**src/include/peak_regs_pkg.sv**
```systemverilog
// Purpose: Constants for the two-channel peak current register bank
// Assumes: 10-bit register words, 5-bit register index
// Notes:   Shared by the bank and its field-update cell
package peak_regs_pkg;
  localparam int unsigned DATA_W         = 10;
  localparam int unsigned ADDR_W         = 5;
  localparam int unsigned CODE_W         = 9;
  localparam int unsigned RANGE_W        = 3;

  localparam logic [4:0] ADDR_NOP        = 5'h00;
  localparam logic [4:0] ADDR_CH1_PEAK   = 5'h01;
  localparam logic [4:0] ADDR_CH2_PEAK   = 5'h02;
  localparam logic [4:0] ADDR_RANGE      = 5'h03;

  localparam int unsigned RNG_CH1_MSB    = 5;
  localparam int unsigned RNG_CH1_LSB    = 3;
  localparam int unsigned RNG_CH2_MSB    = 2;
  localparam int unsigned RNG_CH2_LSB    = 0;
  localparam int unsigned LS1_LOWV_BIT   = 7;
  localparam int unsigned LS2_LOWV_BIT   = 6;

  localparam logic [9:0] STAR_KEY        = 10'h3ff;
  localparam logic [8:0] CODE_RESET      = 9'h000;
  localparam logic [2:0] RANGE_RESET     = 3'h0;
  localparam logic [2:0] RANGE_MAX       = 3'h4;
  localparam logic [9:0] READ_ZERO       = 10'h000;
endpackage

```
**src/core/buck_peak_current_regs.sv**
```systemverilog
// Purpose: Register bank for peak current code, range and low-output pre-driver enables
// Assumes: Serial frame decoding is outside; it presents one access per strobe
// Notes:   Read data registered one cycle after the read strobe
//          Register 3 reads back the written ranges; the range outputs show the applied ones
//          Fail-safe clears codes and ranges only; enables and topology keep their value
//
// Contract
// Register 0 always reads zero whatever was written.
// Writing all ones to register 0 in daisy-chain mode switches the port to star mode.
// Register 1 holds channel one's 9-bit code in bits 8:0, reset zero, bit 9 reads zero.
// Register 2 holds channel two's 9-bit code in bits 8:0, reset zero, bit 9 reads zero.
// The peak target rises linearly with the code; base and step double per range.
// Register 3 holds channel one's range in bits 5:3 and channel two's in bits 2:0.
// Channel two's range uses the same 000..100 encoding as channel one.
// A new range takes effect only when that channel's code is next written.
// Bit 7 of register 3 enables channel one's low-side pre-driver at low output voltage.
// Bit 6 of register 3 enables channel two's low-side pre-driver at low output voltage.
// Fail-safe fields are forced to zero on entry to fail-safe operation and at reset.
module buck_peak_current_regs
  import peak_regs_pkg::*;
(
  // Clock and reset
  input  wire logic                              clk_sys_i,
  input  wire logic                              reset_i,
  // Fail-safe operation entry level
  input  wire logic                              fail_safe_operation_i,
  // Register access port from the serial front end
  input  wire logic                              reg_wr_i,
  input  wire logic                              reg_rd_i,
  input  wire logic [peak_regs_pkg::ADDR_W-1:0]  reg_addr_i,
  input  wire logic [peak_regs_pkg::DATA_W-1:0]  reg_wdata_i,
  output logic      [peak_regs_pkg::DATA_W-1:0]  reg_rdata_o,
  output logic                                   reg_rvalid_o,
  // Serial topology
  output logic                                   star_mode_o,
  // Regulator settings
  output logic      [peak_regs_pkg::CODE_W-1:0]  ch1_peak_current_code_o,
  output logic      [peak_regs_pkg::RANGE_W-1:0] ch1_current_range_sel_o,
  output logic      [peak_regs_pkg::CODE_W-1:0]  ch2_peak_current_code_o,
  output logic      [peak_regs_pkg::RANGE_W-1:0] ch2_current_range_sel_o,
  output logic                                   ch1_lowside_lowvout_en_o,
  output logic                                   ch2_lowside_lowvout_en_o
);
  import peak_regs_pkg::*;

  // ----------------------------------------------------------------
  // Decode
  // ----------------------------------------------------------------
  wire logic sel_nop   = (reg_addr_i == ADDR_NOP);
  wire logic sel_ch1   = (reg_addr_i == ADDR_CH1_PEAK);
  wire logic sel_ch2   = (reg_addr_i == ADDR_CH2_PEAK);
  wire logic sel_range = (reg_addr_i == ADDR_RANGE);
  wire logic wr_nop    = reg_wr_i && sel_nop;
  wire logic wr_ch1    = reg_wr_i && sel_ch1;
  wire logic wr_ch2    = reg_wr_i && sel_ch2;
  wire logic wr_range  = reg_wr_i && sel_range;
  // Only the complete all-ones word counts; any other word written here is dropped
  wire logic star_key  = wr_nop && (reg_wdata_i == STAR_KEY);

  // ----------------------------------------------------------------
  // Storage
  // ----------------------------------------------------------------
  logic                 star_reg;
  logic                 ls1_reg;
  logic                 ls2_reg;
  logic [DATA_W-1:0]    rdata_reg;
  logic                 rvalid_reg;
  logic [RANGE_W-1:0]   rng1_stored;
  logic [RANGE_W-1:0]   rng2_stored;
  logic [DATA_W-1:0]    rdata_next;

  // Topology is not a fail-safe field, so only reset returns it to daisy chain
  always_ff @(posedge clk_sys_i) begin
    if (reset_i) begin
      star_reg <= 1'b0;
    end else if (star_key && !star_reg) begin
      star_reg <= 1'b1;
    end
  end

  // Pre-driver enables are not fail-safe reloaded and keep their value in fail-safe
  always_ff @(posedge clk_sys_i) begin
    if (reset_i) begin
      ls1_reg <= 1'b0;
      ls2_reg <= 1'b0;
    end else if (wr_range) begin
      ls1_reg <= reg_wdata_i[LS1_LOWV_BIT];
      ls2_reg <= reg_wdata_i[LS2_LOWV_BIT];
    end
  end

  // The analog loop scales the code linearly per applied range
  range_apply_cell u_ch1 (
    .clk_sys_i      (clk_sys_i),
    .reset_i        (reset_i),
    .fail_safe_i    (fail_safe_operation_i),
    .range_we_i     (wr_range),
    .range_wdata_i  (reg_wdata_i[RNG_CH1_MSB:RNG_CH1_LSB]),
    .code_we_i      (wr_ch1),
    .code_wdata_i   (reg_wdata_i[CODE_W-1:0]),
    .range_stored_o (rng1_stored),
    .code_o         (ch1_peak_current_code_o),
    .range_active_o (ch1_current_range_sel_o)
  );

  range_apply_cell u_ch2 (
    .clk_sys_i      (clk_sys_i),
    .reset_i        (reset_i),
    .fail_safe_i    (fail_safe_operation_i),
    .range_we_i     (wr_range),
    .range_wdata_i  (reg_wdata_i[RNG_CH2_MSB:RNG_CH2_LSB]),
    .code_we_i      (wr_ch2),
    .code_wdata_i   (reg_wdata_i[CODE_W-1:0]),
    .range_stored_o (rng2_stored),
    .code_o         (ch2_peak_current_code_o),
    .range_active_o (ch2_current_range_sel_o)
  );

  // ----------------------------------------------------------------
  // Read back
  // ----------------------------------------------------------------
  // Unmapped addresses read zero as well
  assign rdata_next = sel_nop   ? READ_ZERO :
                      sel_ch1   ? {1'b0, ch1_peak_current_code_o} :
                      sel_ch2   ? {1'b0, ch2_peak_current_code_o} :
                      sel_range ? {2'b00, ls1_reg, ls2_reg, rng1_stored, rng2_stored} :
                      READ_ZERO;

  // Read data holds until the next read, so the front end may shift it out late
  always_ff @(posedge clk_sys_i) begin
    if (reset_i) begin
      rdata_reg  <= READ_ZERO;
      rvalid_reg <= 1'b0;
    end else begin
      rvalid_reg <= reg_rd_i;
      if (reg_rd_i) begin
        rdata_reg <= rdata_next;
      end
    end
  end

  assign reg_rdata_o              = rdata_reg;
  assign reg_rvalid_o             = rvalid_reg;
  assign star_mode_o              = star_reg;
  assign ch1_lowside_lowvout_en_o = ls1_reg;
  assign ch2_lowside_lowvout_en_o = ls2_reg;

  // ----------------------------------------------------------------
  // Checks
  // ----------------------------------------------------------------
  nop_reads_zero_a : assert property (@(posedge clk_sys_i) disable iff (reset_i)
    reg_rd_i && sel_nop |=> reg_rvalid_o && reg_rdata_o == 10'h000) else $error("nop read not zero");
  star_switch_a : assert property (@(posedge clk_sys_i) disable iff (reset_i)
    star_key |=> star_mode_o) else $error("all-ones nop did not select star");
  star_hold_a : assert property (@(posedge clk_sys_i) disable iff (reset_i)
    !star_key && !star_mode_o |=> !star_mode_o) else $error("star mode without key");
  ch1_bit9_zero_a : assert property (@(posedge clk_sys_i) disable iff (reset_i)
    reg_rd_i && sel_ch1 |=> reg_rdata_o[9] == 1'b0 && reg_rdata_o[8:0] == $past(ch1_peak_current_code_o))
    else $error("ch1 code readback wrong");
  ch2_code_write_a : assert property (@(posedge clk_sys_i) disable iff (reset_i || fail_safe_operation_i)
    wr_ch2 |=> ch2_peak_current_code_o == $past(reg_wdata_i[8:0])) else $error("ch2 code not written");
  range_fields_a : assert property (@(posedge clk_sys_i) disable iff (reset_i || fail_safe_operation_i)
    wr_range ##1 !wr_range ##1 (reg_rd_i && sel_range) |=> reg_rdata_o[5:0] == $past(reg_wdata_i[5:0], 3))
    else $error("range fields readback wrong");
  ls_enables_a : assert property (@(posedge clk_sys_i) disable iff (reset_i)
    wr_range |=> ch1_lowside_lowvout_en_o == $past(reg_wdata_i[7])
    && ch2_lowside_lowvout_en_o == $past(reg_wdata_i[6])) else $error("pre-driver enable wrong");
  fail_safe_zero_a : assert property (@(posedge clk_sys_i) disable iff (reset_i)
    fail_safe_operation_i |=> ch1_peak_current_code_o == 9'h000 && ch2_current_range_sel_o == 3'h0)
    else $error("fail-safe fields not cleared");
  fail_safe_rest_zero_a : assert property (@(posedge clk_sys_i) disable iff (reset_i)
    fail_safe_operation_i |=> ch2_peak_current_code_o == 9'h000 && ch1_current_range_sel_o == 3'h0
    && rng1_stored == RANGE_RESET && rng2_stored == RANGE_RESET) else $error("fail-safe ranges not cleared");

  // ----------------------------------------------------------------
  // Read path checks
  // ----------------------------------------------------------------
  // Valid is a one-cycle pulse exactly one edge after the strobe
  rvalid_follows_a : assert property (@(posedge clk_sys_i) disable iff (reset_i)
    reg_rvalid_o == $past(reg_rd_i)) else $error("read valid not one cycle after strobe");
  rdata_hold_a : assert property (@(posedge clk_sys_i) disable iff (reset_i)
    !reg_rd_i |=> $stable(reg_rdata_o)) else $error("read data changed without a read");
  unmapped_zero_a : assert property (@(posedge clk_sys_i) disable iff (reset_i)
    reg_rd_i && !(sel_nop || sel_ch1 || sel_ch2 || sel_range) |=> reg_rdata_o == READ_ZERO)
    else $error("unmapped read not zero");
  ch2_bit9_zero_a : assert property (@(posedge clk_sys_i) disable iff (reset_i)
    reg_rd_i && sel_ch2 |=> reg_rdata_o[9] == 1'b0 && reg_rdata_o[8:0] == $past(ch2_peak_current_code_o))
    else $error("ch2 code readback wrong");
  range_upper_zero_a : assert property (@(posedge clk_sys_i) disable iff (reset_i)
    reg_rd_i && sel_range |=> reg_rdata_o[9:8] == 2'b00) else $error("range register upper bits not zero");

  // ----------------------------------------------------------------
  // Setting checks
  // ----------------------------------------------------------------
  ch1_code_write_a : assert property (@(posedge clk_sys_i) disable iff (reset_i || fail_safe_operation_i)
    wr_ch1 |=> ch1_peak_current_code_o == $past(reg_wdata_i[8:0])) else $error("ch1 code not written");
  // One port means a range write and a code write never share a cycle: the stored range is applied
  ch1_range_apply_a : assert property (@(posedge clk_sys_i) disable iff (reset_i || fail_safe_operation_i)
    wr_ch1 |=> ch1_current_range_sel_o == $past(rng1_stored)) else $error("ch1 range not applied with code");
  ch2_range_apply_a : assert property (@(posedge clk_sys_i) disable iff (reset_i || fail_safe_operation_i)
    wr_ch2 |=> ch2_current_range_sel_o == $past(rng2_stored)) else $error("ch2 range not applied with code");
  range_stored_a : assert property (@(posedge clk_sys_i) disable iff (reset_i || fail_safe_operation_i)
    wr_range |=> rng1_stored == $past(reg_wdata_i[5:3]) && rng2_stored == $past(reg_wdata_i[2:0]))
    else $error("range fields not stored");
  ch1_code_hold_a : assert property (@(posedge clk_sys_i) disable iff (reset_i)
    !wr_ch1 && !fail_safe_operation_i |=> $stable(ch1_peak_current_code_o))
    else $error("ch1 code changed without a write");
  ch2_code_hold_a : assert property (@(posedge clk_sys_i) disable iff (reset_i)
    !wr_ch2 && !fail_safe_operation_i |=> $stable(ch2_peak_current_code_o))
    else $error("ch2 code changed without a write");
  star_sticky_a : assert property (@(posedge clk_sys_i) disable iff (reset_i)
    star_mode_o |=> star_mode_o) else $error("star mode dropped without reset");
  // Enables are not fail-safe fields, so they must hold through fail-safe as well
  ls_hold_a : assert property (@(posedge clk_sys_i) disable iff (reset_i)
    !wr_range |=> $stable(ch1_lowside_lowvout_en_o) && $stable(ch2_lowside_lowvout_en_o))
    else $error("pre-driver enable changed without a write");

  cover_star : cover property (@(posedge clk_sys_i) star_key ##1 star_mode_o);
  cover_range_read : cover property (@(posedge clk_sys_i) wr_range ##2 (reg_rd_i && sel_range));
  cover_ch2_applied : cover property (@(posedge clk_sys_i) wr_ch2 ##1 ch2_current_range_sel_o == RANGE_MAX);
  cover_fail_safe : cover property (@(posedge clk_sys_i) fail_safe_operation_i ##1 !fail_safe_operation_i);
endmodule

```
**src/core/range_apply_cell.sv**
```systemverilog
// Purpose: Holds one channel's code and range and applies them together
// Assumes: Write strobes are single-cycle and synchronous to clk_sys_i
// Notes:   Range takes effect only with the next code write
module range_apply_cell
  import peak_regs_pkg::*;
(
  // Clock and reset
  input  wire logic                          clk_sys_i,
  input  wire logic                          reset_i,
  input  wire logic                          fail_safe_i,
  // Register side
  input  wire logic                          range_we_i,
  input  wire logic [peak_regs_pkg::RANGE_W-1:0] range_wdata_i,
  input  wire logic                          code_we_i,
  input  wire logic [peak_regs_pkg::CODE_W-1:0]  code_wdata_i,
  // Stored and applied values
  output logic      [peak_regs_pkg::RANGE_W-1:0] range_stored_o,
  output logic      [peak_regs_pkg::CODE_W-1:0]  code_o,
  output logic      [peak_regs_pkg::RANGE_W-1:0] range_active_o
);
  import peak_regs_pkg::*;

  logic [RANGE_W-1:0] range_reg;
  logic [RANGE_W-1:0] active_reg;
  logic [CODE_W-1:0]  code_reg;

  always_ff @(posedge clk_sys_i) begin
    if (reset_i || fail_safe_i) begin
      range_reg  <= RANGE_RESET;
      active_reg <= RANGE_RESET;
      code_reg   <= CODE_RESET;
    end else begin
      if (range_we_i) begin
        range_reg <= range_wdata_i;
      end
      if (code_we_i) begin
        code_reg   <= code_wdata_i;
        // A same-cycle range write is applied too, so code and range stay paired
        active_reg <= range_we_i ? range_wdata_i : range_reg;
      end
    end
  end

  assign range_stored_o = range_reg;
  assign code_o         = code_reg;
  assign range_active_o = active_reg;

  apply_only_on_code_a : assert property (@(posedge clk_sys_i) disable iff (reset_i || fail_safe_i)
    !code_we_i |=> $stable(range_active_o)) else $error("range applied without code write");
  apply_takes_range_a : assert property (@(posedge clk_sys_i) disable iff (reset_i || fail_safe_i)
    code_we_i && !range_we_i |=> range_active_o == $past(range_stored_o))
    else $error("code write did not apply stored range");
  code_capture_a : assert property (@(posedge clk_sys_i) disable iff (reset_i || fail_safe_i)
    code_we_i |=> code_o == $past(code_wdata_i)) else $error("code not captured");
  cover_range_then_code : cover property (@(posedge clk_sys_i) range_we_i ##[1:4] code_we_i);
endmodule

```
**config.mk**
```make
export PLATFORM = sky130hd
export DESIGN_NAME = buck_peak_current_regs
export DESIGN_NICKNAME = d
export VERILOG_FILES = /design/src/include/peak_regs_pkg.sv /design/src/core/buck_peak_current_regs.sv /design/src/core/range_apply_cell.sv
export SDC_FILE = /design/constraint.sdc
export NUM_CORES = 1
export LEC_CHECK = 0
export ABC_AREA = 1
export BUFFER_PORTS_ARGS = -buffer_cell sky130_fd_sc_hd__buf_2
export CORE_UTILIZATION = 35
export DETAILED_ROUTE_END_ITERATION = 6
export PLACE_DENSITY = 0.65
export REMOVE_ABC_BUFFERS = 1
export SLEW_MARGIN = 25
export SYNTH_ARGS = -nofsm -noshare
export SYNTH_HDL_FRONTEND = slang
export SYNTH_SLANG_ARGS = --single-unit
```
**constraint.sdc**
```tcl
create_clock -name clk_sys_i -period 0.91 [get_ports clk_sys_i]
set_input_delay 0.091 -clock clk_sys_i [delete_from_list [all_inputs] [get_ports clk_sys_i]]
set_output_delay 0.091 -clock clk_sys_i [all_outputs]
set_load 0.02 [all_outputs]
```
* Yosys cells after proc, flatten, opt, wreduce, memory -nomap -nowiden
Cells that the tools add are included.
** Cells by class
- Reductions and logical operators :: 9
- Equality and inequality tests :: 4
- Muxes and demuxes :: 6
** Operators with widths (number)
- $mux 9 :: 3
- $eq 10x10->1 const B :: 1
- $eq 5x2->1 const B :: 2
- $mux 8 :: 1
- $logic_and 1x1->1 :: 6
- $mux 3 :: 2
- $eq 5x1->1 const B :: 1
- $logic_not 5->1 :: 1
- $logic_not 1->1 :: 1
- $logic_or 1x1->1 :: 1
** Word-level totals
- Word-level logic and storage cells :: 30
- Output and inout bits :: 38
- Flip-flop bits (word level) :: 44
- Input port bits :: 20

* Logic depth before layout (Yosys ltp)
- Depth after elaboration :: 5
- Depth in mapped cells :: 8
- Mapped depth without buffers :: 8

* Modules after synthesis
From an unflattened synthesis, not the netlist that was laid out.
** Unflattened totals
- Cells, all modules :: 270
- Area, all modules :: 2110.8 µm²
** Modules (own cells, without submodules)
- range_apply_cell :: instances 2, seq. area each 300.3 µm², area each 624.3 µm², cells an instance 74
- buck_peak_current_regs :: instances 1, seq. area each 260.2 µm², area each 862.1 µm², cells an instance 122

* Least setup slack after synthesis
OpenSTA, ideal clock, no wires.
- Path type :: input to register
- Start point :: input port reg_addr_i[3] in the netlist's numbering
- End point :: register u_ch1.active_reg[0] (netlist: u_ch1.range_active_o[0])
- Library setup time :: 0.109 ns
- Required time :: 0.801 ns
- Path slack :: -0.062 ns
- Arrival :: 0.863 ns
- Stages on the path :: 7
- Buffers on the path :: 1
- Path through :: nor2_4 nand3_4 nor2_4 buf_6 nand3_1 nand2_1 inv_1
** Between the ends
- Cells in the longest elaborated chain, start to end :: 3
- Elaborated cells on any way between the ends :: 5
- Those cells by class :: eq/ne (2); mux (1); reduce/logical (2)
** RTL lines
- start, declared :: line buck_peak_current_regs.sv:30 : input wire logic [peak_regs_pkg::ADDR_W-1:0] reg_addr_i,
- $eq 5x2->1 :: line buck_peak_current_regs.sv:52 : wire logic sel_range = (reg_addr_i == ADDR_RANGE);
- $logic_and 1x1->1 :: line buck_peak_current_regs.sv:56 : wire logic wr_range = reg_wr_i && sel_range;
- $mux 3 :: line range_apply_cell.sv:39 : active_reg <= range_we_i ? range_wdata_i : range_reg;
- end signal, assigned :: line range_apply_cell.sv:39
- end, declared :: line range_apply_cell.sv:24 : logic [RANGE_W-1:0] active_reg;
Parallel ways exist; a longest one is shown, timed or not.
A chain may end at the register's enable or synchronous reset.

* Worst setup path in the final report
- Start point :: register ls1_reg (netlist: ch1_lowside_lowvout_en_o)
- End point :: output port ch1_lowside_lowvout_en_o
** RTL lines
- start, declared :: line buck_peak_current_regs.sv:64 : logic ls1_reg;
- start signal, assigned :: line buck_peak_current_regs.sv:87 : ls1_reg <= reg_wdata_i[LS1_LOWV_BIT];
- end, declared :: line buck_peak_current_regs.sv:41 : output logic ch1_lowside_lowvout_en_o,
No word-level cell between the ends.

==> results.cfg <==
[run_status]
status = finished, final reports clean

[floorplan]
die_w_um = 76.3
io_pins = 58
core_um2 = 5200
dieArea_um2 = 5820
start_util_pct = 37.1
std_cell_rows = 26
die_h_um = 76.3

[clocking]
cts_max_level = 2
cts-buffers-inserted = 5
clk_pin_slew_ns = 0.08
cts_tree = built
clock-sinks = 43
root_buffer = clkbuf_8
clk_latency_ns = 0.29
clockBufferDepth = 2

[synth]
synth_edf_count = 0
synth-seq-area-share_pct = 44.5
yosys-top-cells-area = dfxtp_1 45%, nand2_1 15%, a21oi_1 9.8%
synth.top_cell.area_share_pct = 44.5
ys_types = 24
ys_warn_count = 0
synth-seq-cells = 43
synthArstFlopShare_pct = 0
avgSynthCellArea_um2 = 7.38
yosysMostFrequentCell = nand2_1
postSynthCellCount = 262
synth_area_leader_cell = dfxtp_1
synthTopCellsByCount = 77 x nand2_1, 43 x dfxtp_1, 38 x a21oi_1
synthFlopType = dfxtp_1
syn-cell-area_um2 = 1930

[worst_setup_path]
cp-start-kind = flip-flop
endpoint_kind = output pin
slowest_stage = dfxtp_2
cp_data_arrival_time_ns = 0.79
crit_family = flip-flops
setup.worst_path.class = reg2out
worstPathRequired_ns = 0.82
cp_max_fo = 3
critPathBufInv = 1
worstPathCellList = buf_4
slowest_delay_ns = 0.35

[placement]
placed_area_um2 = 2350
place_inst = 392
io_buffers = 56
place_hpwl_um = 3790
place_congestion = 0.821
dpl_worst_slack_ns = -0.351

[timing]
finalSetupViolations = 0
finalClockSkew_ns = 0.00325
setup_ws_ns = 0.0283
rsz0062_at_grt = true
whs_ns = 0.0622
finalHoldViolCount = 0
fin_crit_sh_pct = 96.9
max_freq_mhz = 1130
slew_viol_final = 0
fin_crit_ns = 0.882

[worst_hold_path]
hold_class = in2reg

[drt]
avgRoutedWirePerCell_um = 13.3
drc = 0
vias = 2046
viasPerCell = 4.99
wl_um = 5440
drt_iter0_drc = 116
antenna_left = 0
drtPass1Iterations = 4

[power_and_ir_drop]
cellLeakagePower_uw = 0.00117
vdd_drop_max_uv = 903
power.density_nw_per_um2 = 1300

[global_route]
antenna_found_initial = 0
grt_pass1_wl_um = 8860
grt_pass1_vias = 1829
grt_max_degree = 31
track_usage_pct = 19.2
overflow = 0

[layout]
regArea_um2 = 887
final_util_pct = 52.8
fin_nets = 359
layout.cells.non_filler = 410
layout-drive-gt1-share_pct = 37.6
area_growth_pct = 42.1
final_area_um2 = 2750
multi_input_area_um2 = 932
n_antenna_cell = 0
fillCellCount = 514

[run]
maxCapViolCount = 0
## flip-flops by register name (all words and copies together), names as in the netlist
signal / cells
u_ch1.code_o: 9
reg_rvalid_o: 1
u_ch2.range_stored_o: 3
reg_rdata_o: 9
u_ch2.code_o: 9
u_ch2.range_active_o: 3
star_mode_o: 1
u_ch1.range_stored_o: 3
ch2_lowside_lowvout_en_o: 1
ch1_lowside_lowvout_en_o: 1
u_ch1.range_active_o: 3
## placed cells by master (no fill, tap or decap), types with 12 or more instances in the layout
cell / Yosys / layout
buf_6: 3 / 12
nand3_1: 16 / 16
buf_2: 2 / 25
inv_1: 12 / 12
nand4_1: 18 / 18
dfxtp_2: 0 / 21
dfxtp_1: 43 / 22
nor2_1: 25 / 24
buf_4: 5 / 42
a21oi_1: 38 / 37
nand2_1: 77 / 77
## through the flow
step	setup TNS (ns)	total power, uW
after global routing	-0.0550	3720
after floorplan	-9.82	2070
final	0	3580
after detailed placement	-11.57	2260
after CTS	-0.0385	3570
after global placement	-10.23	2250
## layer usage
metal	share of wire, %	GRT usage (%)	vias up	wire length (um)
met2	48	31.6	65	2600
met5	0	0	-	0
met3	5.4	4.67	8	291
met4	1.4	5.38	0	74
met1	45	24.7	957	2470
li1	-	-	1016	-
## repair_timing
action / in CTS / in global routing
pin swaps: 1 / 11
hold buffers: 0 / 0
hold endpoints to repair: 0 / 0
setup endpoints to repair: 31 / 53
cloned: 0 / 1
buffers inserted: 4 / 8
resized for setup: 40 / 31
## path summary, 6_finish.rpt
kind                                                     end                             startpoint  cells past startpoint  slack, ns
worst max-delay path                ch1_lowside_lowvout_en_o  ch1_lowside_lowvout_en_o$_SDFFE_PP0P_                      1       0.03
worst min-delay path            u_ch2.code_o[8]$_SDFFE_PP0P_                         reg_wdata_i[8]                      3       0.06
worst max register to register   reg_rdata_o[6]$_SDFFE_PP0P_  ch2_lowside_lowvout_en_o$_SDFFE_PP0P_                      4       0.10
worst min register to register      star_mode_o$_SDFFE_PP0P_               star_mode_o$_SDFFE_PP0P_                      2       0.45
## report_power, final
| part | internal [uW] | switching (uW) |
|---|---|---|
| Combinational | 148 | 221 |
| Clock | 693 | 622 |
| Sequential | 1890 | 5.50 |
| Total | 2730 | 848 |
## cell type report
| class | instances | area share [%] |
|---|---|---|
| Clock buffer | 8 | 3.64 |
| Inverter | 17 | 2.60 |
| Multi-Input combinational cell | 188 | 33.9 |
| Sequential cell | 43 | 32.3 |
| Tap cell | 70 | 3.19 |
| Timing Repair Buffer | 84 | 24.3 |
## cell families (layout without fill, tap and decap cells)
| family | after synthesis | count (layout) | synth area share [%] |
|---|---|---|---|
| AO/OA/AOI/OAI | 40 | 40 | 10.5 |
| buffers and inverters | 31 | 109 | 8.28 |
| flip-flops | 43 | 43 | 44.5 |
| other | 1 | 1 | 0.194 |
| AND/OR/NAND/NOR | 147 | 147 | 36.5 |
Note: power is estimated with default switching activity, not from simulation.
